$ cat src/core/iord_pkg.sv
// Package of constants for the I/O register space decoder
package iord_pkg;
    // ==========================================================
    // Address map
    localparam logic [7:0] IO_LAST       = 8'h3f; // Top of I/O space
    localparam logic [7:0] BIT_OP_LAST   = 8'h1f; // Top of bit-op area
    localparam logic [7:0] DATA_OFFSET   = 8'h20; // Data-space offset
    localparam logic [7:0] EXT_FIRST     = 8'h60; // Extended area start
    localparam logic [7:0] EXT_LAST      = 8'hff; // Extended area end
    localparam int         IO_LOCATIONS  = 64;    // I/O address count
    // ==========================================================
    // Register offsets (I/O addresses)
    localparam logic [5:0] TMR1_FLAGS    = 6'h16;
    localparam logic [5:0] TMR2_FLAGS    = 6'h17;
    localparam logic [5:0] PCHG_FLAGS    = 6'h1b;
    localparam logic [5:0] EXTIRQ_FLAGS  = 6'h1c;
    localparam logic [5:0] EXTIRQ_MASK   = 6'h1d;
    localparam logic [5:0] SCRATCH0      = 6'h1e;
    localparam logic [5:0] NVM_CTRL      = 6'h1f;
    localparam logic [5:0] NVM_DATA      = 6'h20;
    localparam logic [5:0] NVM_ADDR_LO   = 6'h21;
    localparam logic [5:0] NVM_ADDR_HI   = 6'h22;
    localparam logic [5:0] TMR_GLOBAL    = 6'h23;
    localparam logic [5:0] TMR0_CTRL_A   = 6'h24;
    localparam logic [5:0] TMR0_CTRL_B   = 6'h25;
    localparam logic [5:0] TMR0_COUNT    = 6'h26;
    localparam logic [5:0] TMR0_CMP_A    = 6'h27;
    localparam logic [5:0] TMR0_CMP_B    = 6'h28;
    localparam logic [5:0] SCRATCH1      = 6'h2a;
    localparam logic [5:0] SCRATCH2      = 6'h2b;
    localparam logic [5:0] SPER_CTRL     = 6'h2c;
    localparam logic [5:0] SPER_STATUS   = 6'h2d;
    localparam logic [5:0] SPER_DATA     = 6'h2e;
    localparam logic [5:0] CMP_CTRL      = 6'h30;
    localparam logic [5:0] SLEEP_CTRL    = 6'h33;
    localparam logic [5:0] RST_CAUSE     = 6'h34;
    localparam logic [5:0] CORE_CTRL     = 6'h35;
    localparam logic [5:0] SELFPROG_CTRL = 6'h37;
    // ==========================================================
    // Implemented bit masks of the flag registers
    localparam logic [7:0] TMR1_MASK     = 8'h27;
    localparam logic [7:0] TMR2_MASK     = 8'h07;
    localparam logic [7:0] PCHG_MASK     = 8'h07;
    localparam logic [7:0] EXTIRQ_BITS   = 8'h03;
    localparam logic [7:0] REG_RESET     = 8'h00; // Value after reset
    // ==========================================================
    // Access kinds
    typedef enum logic [5:0] {
        OP_IO_READ    = 6'b000001,
        OP_IO_WRITE   = 6'b000010,
        OP_BIT_SET    = 6'b000100,
        OP_BIT_CLEAR  = 6'b001000,
        OP_MEM_READ   = 6'b010000,
        OP_MEM_WRITE  = 6'b100000
    } iord_op_t;
endpackage

$ cat src/core/iord_addr_map.sv
// Address translator from access kind and address to I/O index
`timescale 1ns/1ps
module iord_addr_map (
    input  wire logic [7:0] addr,      // Raw address from core
    input  wire logic [5:0] op,        // Access kind, one-hot
    output logic            hit,       // Address maps to I/O space
    output logic [5:0]      ioIdx      // I/O index
);
    logic [7:0] memIdx;

    // Translate data-space addresses down by the fixed offset
    always_comb begin
        memIdx = addr - iord_pkg::DATA_OFFSET;
        hit    = 1'b0;
        ioIdx  = addr[5:0];
        if (op == iord_pkg::OP_MEM_READ || op == iord_pkg::OP_MEM_WRITE)
        begin
            hit   = addr >= iord_pkg::DATA_OFFSET
                 && memIdx <= iord_pkg::IO_LAST;
            ioIdx = memIdx[5:0];
        end else if (op == iord_pkg::OP_BIT_SET
                  || op == iord_pkg::OP_BIT_CLEAR) begin
            hit = addr <= iord_pkg::BIT_OP_LAST;
        end else if (op == iord_pkg::OP_IO_READ
                  || op == iord_pkg::OP_IO_WRITE) begin
            hit = addr <= iord_pkg::IO_LAST;
        end
    end
endmodule // iord_addr_map

$ cat src/core/iord_decoder.sv
// I/O register space decoder with the upper peripheral register bank
// Functional notes
// - Flag bits clear on a written one and ignore a written zero.
// - Bit set or clear changes only the addressed bit, flags included.
// - Bit set and clear are accepted only at I/O addresses 0x00-0x1f.
// - Dedicated I/O reads and writes use I/O addresses 0x00-0x3f.
// - Data-space address of an I/O register is its I/O address + 0x20.
// - The extended area 0x60-0xff is reached by load and store only.
// - The dedicated I/O address field encodes exactly 64 locations.
// - Bit tests are supported at the same low 32 I/O locations.
`timescale 1ns/1ps
module iord_decoder #(
    parameter int IO_SIZE = iord_pkg::IO_LOCATIONS // I/O locations
) (
    input  wire logic       core_clk,     // System clock
    input  wire logic       rst_n,        // Synchronous reset, low
    input  wire logic       accValid,     // Access strobe
    input  wire logic [5:0] accOp,        // Access kind, one-hot
    input  wire logic [7:0] accAddr,      // Address of access
    input  wire logic [2:0] accBit,       // Bit index for bit ops
    input  wire logic [7:0] accWdata,     // Write data
    input  wire logic [7:0] tmr1Event,    // Timer 1 event pulses
    input  wire logic [7:0] tmr2Event,    // Timer 2 event pulses
    input  wire logic [7:0] pchgEvent,    // Pin change event pulses
    input  wire logic [7:0] extIrqEvent,  // External irq pulses
    output logic [7:0]      accRdata,     // Read data
    output logic            accRvalid,    // Read data valid
    output logic            bitTestTrue,  // Tested bit is set
    output logic            bitTestValid, // Bit test result valid
    output logic            extSelect,    // Extended area access
    output logic [7:0]      extIrqMask_q, // External irq enables
    output logic            accError_q    // Access refused
);
    // ==========================================================
    // Decode
    logic            ioHit;
    logic [5:0]      ioIdx;
    logic            isWrite;
    logic            isBitOp;
    logic            isMem;
    logic            isTest;
    logic [7:0]      bitMask;
    logic [7:0]      curVal;
    logic [7:0]      newVal;
    logic            doWrite;
    logic [7:0]      w1c;
    logic [7:0]      regs_q [0:IO_SIZE-1];
    logic            testSet_d;

    iord_addr_map uMap (
        .addr  (accAddr),
        .op    (accOp),
        .hit   (ioHit),
        .ioIdx (ioIdx)
    );

    // Whether an I/O index names a real register
    function automatic logic isMapped(input logic [5:0] idx);
        case (idx)
            iord_pkg::TMR1_FLAGS, iord_pkg::TMR2_FLAGS,
            iord_pkg::PCHG_FLAGS, iord_pkg::EXTIRQ_FLAGS,
            iord_pkg::EXTIRQ_MASK, iord_pkg::SCRATCH0,
            iord_pkg::NVM_CTRL, iord_pkg::NVM_DATA,
            iord_pkg::NVM_ADDR_LO, iord_pkg::NVM_ADDR_HI,
            iord_pkg::TMR_GLOBAL, iord_pkg::TMR0_CTRL_A,
            iord_pkg::TMR0_CTRL_B, iord_pkg::TMR0_COUNT,
            iord_pkg::TMR0_CMP_A, iord_pkg::TMR0_CMP_B,
            iord_pkg::SCRATCH1, iord_pkg::SCRATCH2,
            iord_pkg::SPER_CTRL, iord_pkg::SPER_STATUS,
            iord_pkg::SPER_DATA, iord_pkg::CMP_CTRL,
            iord_pkg::SLEEP_CTRL, iord_pkg::RST_CAUSE,
            iord_pkg::CORE_CTRL, iord_pkg::SELFPROG_CTRL: isMapped = 1'b1;
            default: isMapped = 1'b0;
        endcase
    endfunction

    // Write-one-to-clear mask for a register index
    function automatic logic [7:0] w1cMask(input logic [5:0] idx);
        case (idx)
            iord_pkg::TMR1_FLAGS:   w1cMask = iord_pkg::TMR1_MASK;
            iord_pkg::TMR2_FLAGS:   w1cMask = iord_pkg::TMR2_MASK;
            iord_pkg::PCHG_FLAGS:   w1cMask = iord_pkg::PCHG_MASK;
            iord_pkg::EXTIRQ_FLAGS: w1cMask = iord_pkg::EXTIRQ_BITS;
            default:                w1cMask = 8'h00;
        endcase
    endfunction

    // Access classification and write value
    always_comb begin
        isWrite = accOp == iord_pkg::OP_IO_WRITE
               || accOp == iord_pkg::OP_MEM_WRITE;
        isBitOp = accOp == iord_pkg::OP_BIT_SET
               || accOp == iord_pkg::OP_BIT_CLEAR;
        isMem   = accOp == iord_pkg::OP_MEM_READ
               || accOp == iord_pkg::OP_MEM_WRITE;
        isTest  = accOp == iord_pkg::OP_IO_READ
               && accAddr <= iord_pkg::BIT_OP_LAST;
        bitMask = 8'h01 << accBit;
        curVal  = isMapped(ioIdx) ? regs_q[ioIdx] : 8'h00;
        w1c     = w1cMask(ioIdx);
        doWrite = accValid && ioHit && isMapped(ioIdx)
               && (isWrite || isBitOp);
        newVal  = curVal;
        if (accOp == iord_pkg::OP_BIT_SET) begin
            // Only the addressed bit moves; flags treat it as a one
            newVal = (curVal & ~w1c) | bitMask;
            newVal = newVal | (curVal & w1c & ~bitMask);
            if ((w1c & bitMask) != 8'h00)
                newVal = curVal & ~bitMask;
        end else if (accOp == iord_pkg::OP_BIT_CLEAR) begin
            newVal = (w1c & bitMask) != 8'h00 ? curVal
                                              : curVal & ~bitMask;
        end else if (isWrite) begin
            newVal = (accWdata & ~w1c) | (curVal & w1c & ~accWdata);
        end
    end

    // ==========================================================
    // Register bank with flag capture, set beats clear
    always_ff @(posedge core_clk) begin
        if (!rst_n) begin
            for (int i = 0; i < IO_SIZE; i++)
                regs_q[i] <= iord_pkg::REG_RESET;
        end else begin
            if (doWrite)
                regs_q[ioIdx] <= newVal;
            regs_q[iord_pkg::TMR1_FLAGS] <= (doWrite
                && ioIdx == iord_pkg::TMR1_FLAGS ? newVal
                : regs_q[iord_pkg::TMR1_FLAGS])
                | (tmr1Event & iord_pkg::TMR1_MASK);
            regs_q[iord_pkg::TMR2_FLAGS] <= (doWrite
                && ioIdx == iord_pkg::TMR2_FLAGS ? newVal
                : regs_q[iord_pkg::TMR2_FLAGS])
                | (tmr2Event & iord_pkg::TMR2_MASK);
            regs_q[iord_pkg::PCHG_FLAGS] <= (doWrite
                && ioIdx == iord_pkg::PCHG_FLAGS ? newVal
                : regs_q[iord_pkg::PCHG_FLAGS])
                | (pchgEvent & iord_pkg::PCHG_MASK);
            regs_q[iord_pkg::EXTIRQ_FLAGS] <= (doWrite
                && ioIdx == iord_pkg::EXTIRQ_FLAGS ? newVal
                : regs_q[iord_pkg::EXTIRQ_FLAGS])
                | (extIrqEvent & iord_pkg::EXTIRQ_BITS);
        end
    end

    // ==========================================================
    // Read path and bit test result
    always_comb begin
        testSet_d = (curVal & bitMask) != 8'h00;
    end

    always_ff @(posedge core_clk) begin
        if (!rst_n) begin
            accRdata     <= 8'h00;
            accRvalid    <= 1'b0;
            bitTestTrue  <= 1'b0;
            bitTestValid <= 1'b0;
        end else begin
            accRvalid    <= accValid && ioHit && !isWrite && !isBitOp;
            accRdata     <= (accValid && ioHit && !isWrite) ? curVal
                                                            : 8'h00;
            bitTestValid <= accValid && isTest;
            bitTestTrue  <= accValid && isTest && testSet_d;
        end
    end

    // Extended area select and refused access flag
    always_ff @(posedge core_clk) begin
        if (!rst_n) begin
            extSelect  <= 1'b0;
            accError_q <= 1'b0;
        end else begin
            extSelect  <= accValid && isMem
                       && accAddr >= iord_pkg::EXT_FIRST;
            accError_q <= accValid && !ioHit
                       && !(isMem && accAddr >= iord_pkg::EXT_FIRST);
        end
    end

    // Mirror of the external irq enable register
    always_ff @(posedge core_clk) begin
        if (!rst_n)
            extIrqMask_q <= 8'h00;
        else
            extIrqMask_q <= regs_q[iord_pkg::EXTIRQ_MASK];
    end

    // ==========================================================
    // Checks
    flag_set_wins_a: assert property (@(posedge core_clk) disable iff (!rst_n)
        tmr1Event[0] |=> regs_q[iord_pkg::TMR1_FLAGS][0])
        else $error("timer flag event lost");
    w1c_clears_a: assert property (@(posedge core_clk) disable iff (!rst_n)
        accValid && accOp == iord_pkg::OP_IO_WRITE
        && accAddr == 8'h1c && accWdata[0] && !extIrqEvent[0]
        |=> !regs_q[iord_pkg::EXTIRQ_FLAGS][0])
        else $error("flag not cleared by one");
    bit_only_a: assert property (@(posedge core_clk) disable iff (!rst_n)
        accValid && accOp == iord_pkg::OP_BIT_SET && accAddr == 8'h1e
        |=> (regs_q[iord_pkg::SCRATCH0] & ~(8'h01 << $past(accBit)))
            == ($past(regs_q[iord_pkg::SCRATCH0])
            & ~(8'h01 << $past(accBit))))
        else $error("bit op changed other bits");
    bitop_range_a: assert property (@(posedge core_clk) disable iff (!rst_n)
        accValid && isBitOp && accAddr > 8'h1f |=> accError_q)
        else $error("high bit op accepted");
    io_range_a: assert property (@(posedge core_clk) disable iff (!rst_n)
        accValid && accOp == iord_pkg::OP_IO_READ && accAddr > 8'h3f
        |=> accError_q && !accRvalid)
        else $error("I/O op beyond 64 locations");
    mem_offset_a: assert property (@(posedge core_clk) disable iff (!rst_n)
        accValid && accOp == iord_pkg::OP_MEM_READ && accAddr == 8'h3e
        |=> accRvalid && accRdata == $past(regs_q[iord_pkg::SCRATCH0]))
        else $error("data space offset wrong");
    ext_mem_a: assert property (@(posedge core_clk) disable iff (!rst_n)
        accValid && accOp == iord_pkg::OP_IO_WRITE && accAddr >= 8'h60
        |=> !extSelect && accError_q)
        else $error("extended area via I/O op");
    bit_test_a: assert property (@(posedge core_clk) disable iff (!rst_n)
        bitTestValid |-> $past(accAddr) <= 8'h1f)
        else $error("bit test outside low area");
    reserved_zero_a: assert property (@(posedge core_clk) disable iff (!rst_n)
        accValid && accOp == iord_pkg::OP_IO_READ && accAddr == 8'h36
        |=> accRdata == 8'h00)
        else $error("reserved location read nonzero");
endmodule // iord_decoder

$ cat config.mk
export PLATFORM = sky130hd
export DESIGN_NAME = iord_decoder
export DESIGN_NICKNAME = d
export VERILOG_FILES = /design/src/core/iord_pkg.sv /design/src/core/iord_addr_map.sv /design/src/core/iord_decoder.sv
export SDC_FILE = /design/constraint.sdc
export NUM_CORES = 1
export LEC_CHECK = 0
export BUFFER_PORTS_ARGS = -buffer_cell sky130_fd_sc_hd__buf_2
export CAP_MARGIN = 10
export CORE_MARGIN = 5
export CORE_UTILIZATION = 40
export CTS_CLUSTER_DIAMETER = 200
export CTS_CLUSTER_SIZE = 25
export DETAILED_ROUTE_END_ITERATION = 8
export PLACE_DENSITY = 0.61
export SETUP_SLACK_MARGIN = 0.5
export SLEW_MARGIN = 20
export SYNTH_ARGS = -nofsm -noshare
export SYNTH_HDL_FRONTEND = slang
export SYNTH_HIERARCHICAL = 1
export SYNTH_SLANG_ARGS = --single-unit
$ cat constraint.sdc
create_clock -name core_clk -period 7.65 [get_ports core_clk]
set_input_delay 0.765 -clock core_clk [delete_from_list [all_inputs] [get_ports core_clk]]
set_output_delay 0.765 -clock core_clk [all_outputs]
set_load 0.1 [all_outputs]
==> impl_metrics.ini, run 1 <==
[min_path]
hold_path_class = input pin to flip-flop
hold_path_end = regs_q[22][5]$_DFF_P_
worstHoldStart = tmr1Event[5]
hold_depth = 2

[final_layout]
final_cell_mix = edfxtp_1, nor2_1, conb_1
fill_cells = 5299
fin_util = 0.449
layout_commonest_cell = edfxtp_1
syn_to_final_growth_pct = 11.2
regArea_um2 = 15700
final_cells = 2732
nNetsFinal = 2025
diodes = 0
drive_above_1_share = 0.126
multi_input_area_um2 = 7760

[synth]
synth_area_um2 = 23300
ys_seq_area_frac = 0.673
synth_edf_count = 500
ys_types = 86
ys_ff_latch = 533
async_flop_share = 0
synth_top_area_cell = edfxtp_1
yosys-top-cells-area = edfxtp_1, nor2_1, dfxtp_1, mux4_2, mux2_2
ys_warn_count = 6
syn_area_per_cell_um2 = 13.5
syn-instance-count = 1721
synthFlopType = edfxtp_1
netlist.area_leader.share = 0.645

[sta]
worst_slack_ps = 2780
hold_viol = 0
fmax_ghz = 0.206
maxSlewHeadroom = 0.251
tns_ps = 0
holdWs_ps = 376
slew_viol_final = 0
setup_violations = 0
period_share = 0.636
tightest_slew_ps = 1120
fin_crit_ps = 4870
rsz0062_at_grt = false
fin_worst_skew_ps = 24.2

[global_route]
first_global_vias = 14800
antenna_found_initial = 1
grt-ovfl-total = 0
grt_pass1_wl_mm = 98.6
grt_use_total = 0.207
grt_max_degree = 69

[clocking]
cts_tree = built
htree_levels = 1
cts_root_buf = clkbuf_16
cts.sinks = 533
cts_setup_buffers = 0
clockBufferDepth = 3
numCtsBuffers = 25
cts_hold_buf = 0
cts_resized = 0
path_clk_slew_ps = 100
clk_latency_ps = 610

[routing]
drt_iter0_markers = 1914
drtAntennaViolNets = 0
wire_per_inst_um = 24.8
routed_wl_mm = 67.8
dr.pass1.iters = 6
via_count = 15300
drcViolationCount = 0
viasPerCell = 5.62

[die]
die_area_um2 = 63100
die_h_um = 251
core_um2 = 57700
num_rows = 88
num_io_pins = 81
start_util = 0.404
die_w_um = 251

[critical_path]
crit_family = simple AND/OR/NAND/NOR gates
worstRegToRegCells = 7
cp_common_cell = buf_4
cp.depth = 11
worstPathArrival_ps = 5210
cp.required_ps = 8000
critPathCaptureType = flip-flop
startpoint_type = input pin
crit_buf_inv = 4
cp_max_fo = 68
timing.rr.end = regs_q[39][5]$_SDFFCE_PN0P_
cp_slowest_stage_delay_ps = 850
critPathLaunch = accAddr[2]
reg2reg_slack_ps = 3850
cp_cell_sequence = buf_6 -> buf_12 -> nor2_2 -> buf_4 -> a221oi_1 -> nor3_1 -> or4_1 -> nor4_2 -> a2111o_1 -> buf_4 -> nor2_1
worst-setup-path-type = input pin to flip-flop
cp_slowest_cell = a2111o_1
timing.rr.start = regs_q[29][5]$_SDFFCE_PN0P_

[power]
cellPowerDensity_nw_per_um2 = 214
p_leak_nw = 9.27
worst_ir_drop_vdd_uv = 177

[place]
gp_congestion = 0.918
numPortBuffers = 60
hpwl_mm = 44.5
dp.cells = 2697
dp_worst_setup_slack_ps = 2330

[outcome]
status = finished clean

[flow_run]
drv_cap = 0
## per-layer routing
layer	GRT usage	wire length, um	up-vias
met1	0.297	27800	7584
met5	0	11	-
li1	-	-	6762
met3	0.0447	7290	149
met4	0.0699	2790	2
met2	0.316	29800	845
## flip-flops by register name (all words and copies together), names as in the netlist
| signal | count |
|---|---|
| extIrqMask_q | 8 |
| extSelect | 1 |
| bitTestValid | 1 |
| bitTestTrue | 1 |
| accRvalid | 1 |
| regs_q | 512 |
| accRdata | 8 |
| accError_q | 1 |
## worst max path at each step
stage	endpoint	slack (ps)
after floorplan	regs_q[42][0]$_SDFFCE_PN0P_	3490
after global placement	regs_q[32][5]$_SDFFCE_PN0P_	2360
after detailed placement	regs_q[32][5]$_SDFFCE_PN0P_	2330
after CTS	regs_q[39][5]$_SDFFCE_PN0P_	2950
after global routing	regs_q[42][5]$_SDFFCE_PN0P_	2740
final	regs_q[39][5]$_SDFFCE_PN0P_	2780
## cell type report
type                       instances  area share
tap                              765      0.0369
clock inverter                     2     0.00155
multi-input combinational       1253       0.300
clock buffer                      33      0.0253
sequential                       533       0.605
inverter                          41     0.00594
timing repair buffer             105      0.0256
## per-stage QoR
step,total power [W],instance area (um2)
after floorplan,0.00381,24200
after global placement,0.00405,25200
after detailed placement,0.00406,25200
after CTS,0.00554,25900
after global routing,0.00570,25900
final,0.00553,25900
## where the power goes
group | leakage [nW] | internal (W) | switching (W) | total, W
Clock | 0.337 | 0.000616 | 0.000909 | 0.00152
Combinational | 3.63 | 0.000173 | 0.000445 | 0.000618
Sequential | 5.31 | 0.00335 | 0.0000442 | 0.00339
## logic make-up (layout without fill, tap and decap cells)
family,Yosys count,in the layout,synth area share
AO/OA/AOI/OAI,330,330,0.109
XOR/XNOR,6,6,0.00226
adder cells (fa/ha/maj),6,6,0.00322
buffers and inverters,174,181,0.0357
flip-flops,533,533,0.673
multiplexers,112,112,0.0660
other,1,240,0.000161
AND/OR/NAND/NOR,559,559,0.111
## synth_stat cells, types with 8 or more instances
cell type / number
edfxtp_1: 500
nor2_1: 288
nand2_1: 111
a22oi_1: 53
clkbuf_1: 53
a221oi_1: 49
buf_2: 49
mux2_2: 49
a21oi_1: 43
inv_1: 38
dfxtp_1: 33
mux2i_1: 32
mux4_2: 28
and2_1: 24
o21ai_0: 24
buf_4: 20
nor2b_1: 20
nor3_1: 20
o22ai_1: 18
a22o_1: 17
nand3_1: 15
a221o_1: 14
nand2b_1: 12
a31oi_1: 11
a211oi_1: 9
and3_1: 9
a222oi_1: 8
and3b_1: 8
o31ai_1: 8
(Power assumes the default switching activity.)
==> run 2: changes to the inputs <==
--- a/config.mk
+++ b/config.mk
@@ -12,7 +12,7 @@
 export CTS_CLUSTER_DIAMETER = 200
 export CTS_CLUSTER_SIZE = 25
 export DETAILED_ROUTE_END_ITERATION = 8
-export PLACE_DENSITY = 0.61
+export PLACE_DENSITY = 0.64
 export SETUP_SLACK_MARGIN = 0.5
 export SLEW_MARGIN = 20
 export SYNTH_ARGS = -nofsm -noshare
==> constraint.sdc (replaced) <==
create_clock -name core_clk -period 4.45 [get_ports core_clk]
set_input_delay 0.445 -clock core_clk [delete_from_list [all_inputs] [get_ports core_clk]]
set_output_delay 0.445 -clock core_clk [all_outputs]
set_load 0.1 [all_outputs]
==> run 2 against run 1 <==
Final cell count up 2.7%. Sequential cell count unchanged. Non-clock buffer count rose by 62. Clock skew is 18 ps higher. Routed wire length up 0.57%. Die area did not move. Global-route usage up 0.22 points. Critical endpoint is now regs_q[34][4]$_SDFFCE_PN0P_. Via count rose by 2.7%. Setup slack got worse by 2000 ps. Design area up 2.4%. Core utilization is 1.1 points higher.
==> impl_metrics.ini, run 2 (synthesis gave the netlist of run 1 again) <==
[outcome]
status = finished clean

[power]
worst_ir_drop_vdd_uv = 244
internal_power_w = 0.00720
cellPowerDensity_nw_per_um2 = 362
netSwitchingPower_w = 0.00241
p_leak_nw = 9.64
p_comb_frac = 0.118
seqPwrFrac = 0.607
clkPwrFrac = 0.276
swShare = 0.250

[clocking]
htree_levels = 1
clk_latency_ps = 610
path_clk_slew_ps = 120
clockBufferDepth = 3
numCtsBuffers = 25
cts_hold_buf = 0
cts.sinks = 533
cts_resized = 0
cts_root_buf = clkbuf_16
cts_setup_buffers = 0
cts_tree = built

[die]
die_area_um2 = 63100
start_util = 0.404
num_rows = 88
die_h_um = 251
num_io_pins = 81
core_um2 = 57700
die_w_um = 251

[global_route]
grt_use_total = 0.209
grt_pass1_wl_mm = 100
antenna_found_initial = 1
grt-ovfl-total = 0
first_global_vias = 15400
grt_max_degree = 84

[critical_path]
critPathCaptureType = flip-flop
cp_common_cell = buf_4
cp.required_ps = 4790
cp_cell_sequence = buf_4 -> buf_4 -> mux2_2 -> a221o_1 -> a22oi_1 -> o22ai_1 -> o41ai_2 -> buf_4 -> nand2b_1 -> a221o_1 -> buf_12 -> nor2_1
worst-setup-path-type = input pin to flip-flop
cp_max_fo = 34
worstPathArrival_ps = 4000
startpoint_type = input pin
critPathLaunch = accAddr[2]
cp_slowest_stage_delay_ps = 620
cp_slowest_cell = o41ai_2
crit_buf_inv = 4
crit_family = compound AO/OA/AOI/OAI gates
timing.rr.start = regs_q[13][4]$_SDFFCE_PN0P_

[place]
hpwl_mm = 47.8
place_area_um2 = 25800
dp.cells = 2759
gp_congestion = 0.949
numPortBuffers = 60

[final_layout]
syn_to_final_growth_pct = 14.0
final_cell_mix = edfxtp_1, nor2_1, conb_1
regMostFlops = regs_q
final_cells = 2806
largest_reg_flops = 512
nNetsFinal = 2087
layout_commonest_cell = edfxtp_1
final_area_um2 = 26500
reg.largest.list = regs_q x512, accRdata x8, extIrqMask_q x8
fill_cells = 5253
drive_above_1_share = 0.150

[routing]
drt_iter0_markers = 2211
drtAntennaViolNets = 0
via_count = 15800
drcViolationCount = 0
dr.pass1.iters = 6
viasPerCell = 5.62
routed_wl_mm = 68.2
wire_per_inst_um = 24.3

[sta]
tns_ps = 0
setup_violations = 0
period_share = 0.823
hold_viol = 0
fmax_ghz = 0.273
maxSlewHeadroom = 0.194
holdWs_ps = 49.9
slew_viol_final = 0
fin_worst_skew_ps = 42.5
rsz0062_at_grt = false
tightest_slew_ps = 1200
fin_crit_ps = 3660

[min_path]
hold_path_class = input pin to flip-flop
worstHoldStart = pchgEvent[0]

[flow_run]
drv_cap = 0
## run 2: power groups by stage
stage                     Clock (W)  Combinational [W]  Sequential [W]
after floorplan                   0           0.000621         0.00593
after global placement            0            0.00110         0.00593
after detailed placement          0            0.00111         0.00595
after CTS                   0.00269            0.00111         0.00583
after global routing        0.00285            0.00119         0.00586
final                       0.00265            0.00113         0.00583
## run 2: final cells by class
type	instances	area, um2	share of cell area
flip-flops and latches	533	15700	0.591
multi-input cells	1253	7760	0.292
repair buffers	167	1270	0.0480
well taps	765	957	0.0361
clock buffers	44	697	0.0263
inverters	41	154	0.00580
clock inverters	1	20.0	0.000754
diodes	2	5.00	0.000189
## run 2: per-stage QoR
stage | total power (W) | utilization | setup slack, ps
6_report | 0.00961 | 0.460 | 787
5_1_grt | 0.00989 | 0.460 | 691
4_1_cts | 0.00963 | 0.460 | 870
3_5_place_dp | 0.00705 | 0.447 | 252
3_3_place_gp | 0.00703 | 0.447 | 268
2_1_floorplan | 0.00655 | - | 608
## run 2: worst paths after layout
kind	endpoint	slack, ps	cells past startpoint
min	regs_q[27][0]$_DFF_P_	50	3
min reg2reg	extIrqMask_q[5]$_SDFF_PN0_	490	1
max reg2reg	regs_q[34][4]$_SDFFCE_PN0P_	1080	10
max	regs_q[34][4]$_SDFFCE_PN0P_	790	12
## run 2: routing by layer
metal | wire [um] | part of all wire | GRT usage
met1 | 27400 | 0.40 | 0.287
met2 | 31700 | 0.47 | 0.343
met3 | 6330 | 0.093 | 0.0337
met4 | 2710 | 0.040 | 0.0702
met5 | 0 | 0 | 0
## run 2: worst min-delay path, stage by stage
cell and delay [ps]:
buf_2 80, a211oi_1 40, nor2_1 70
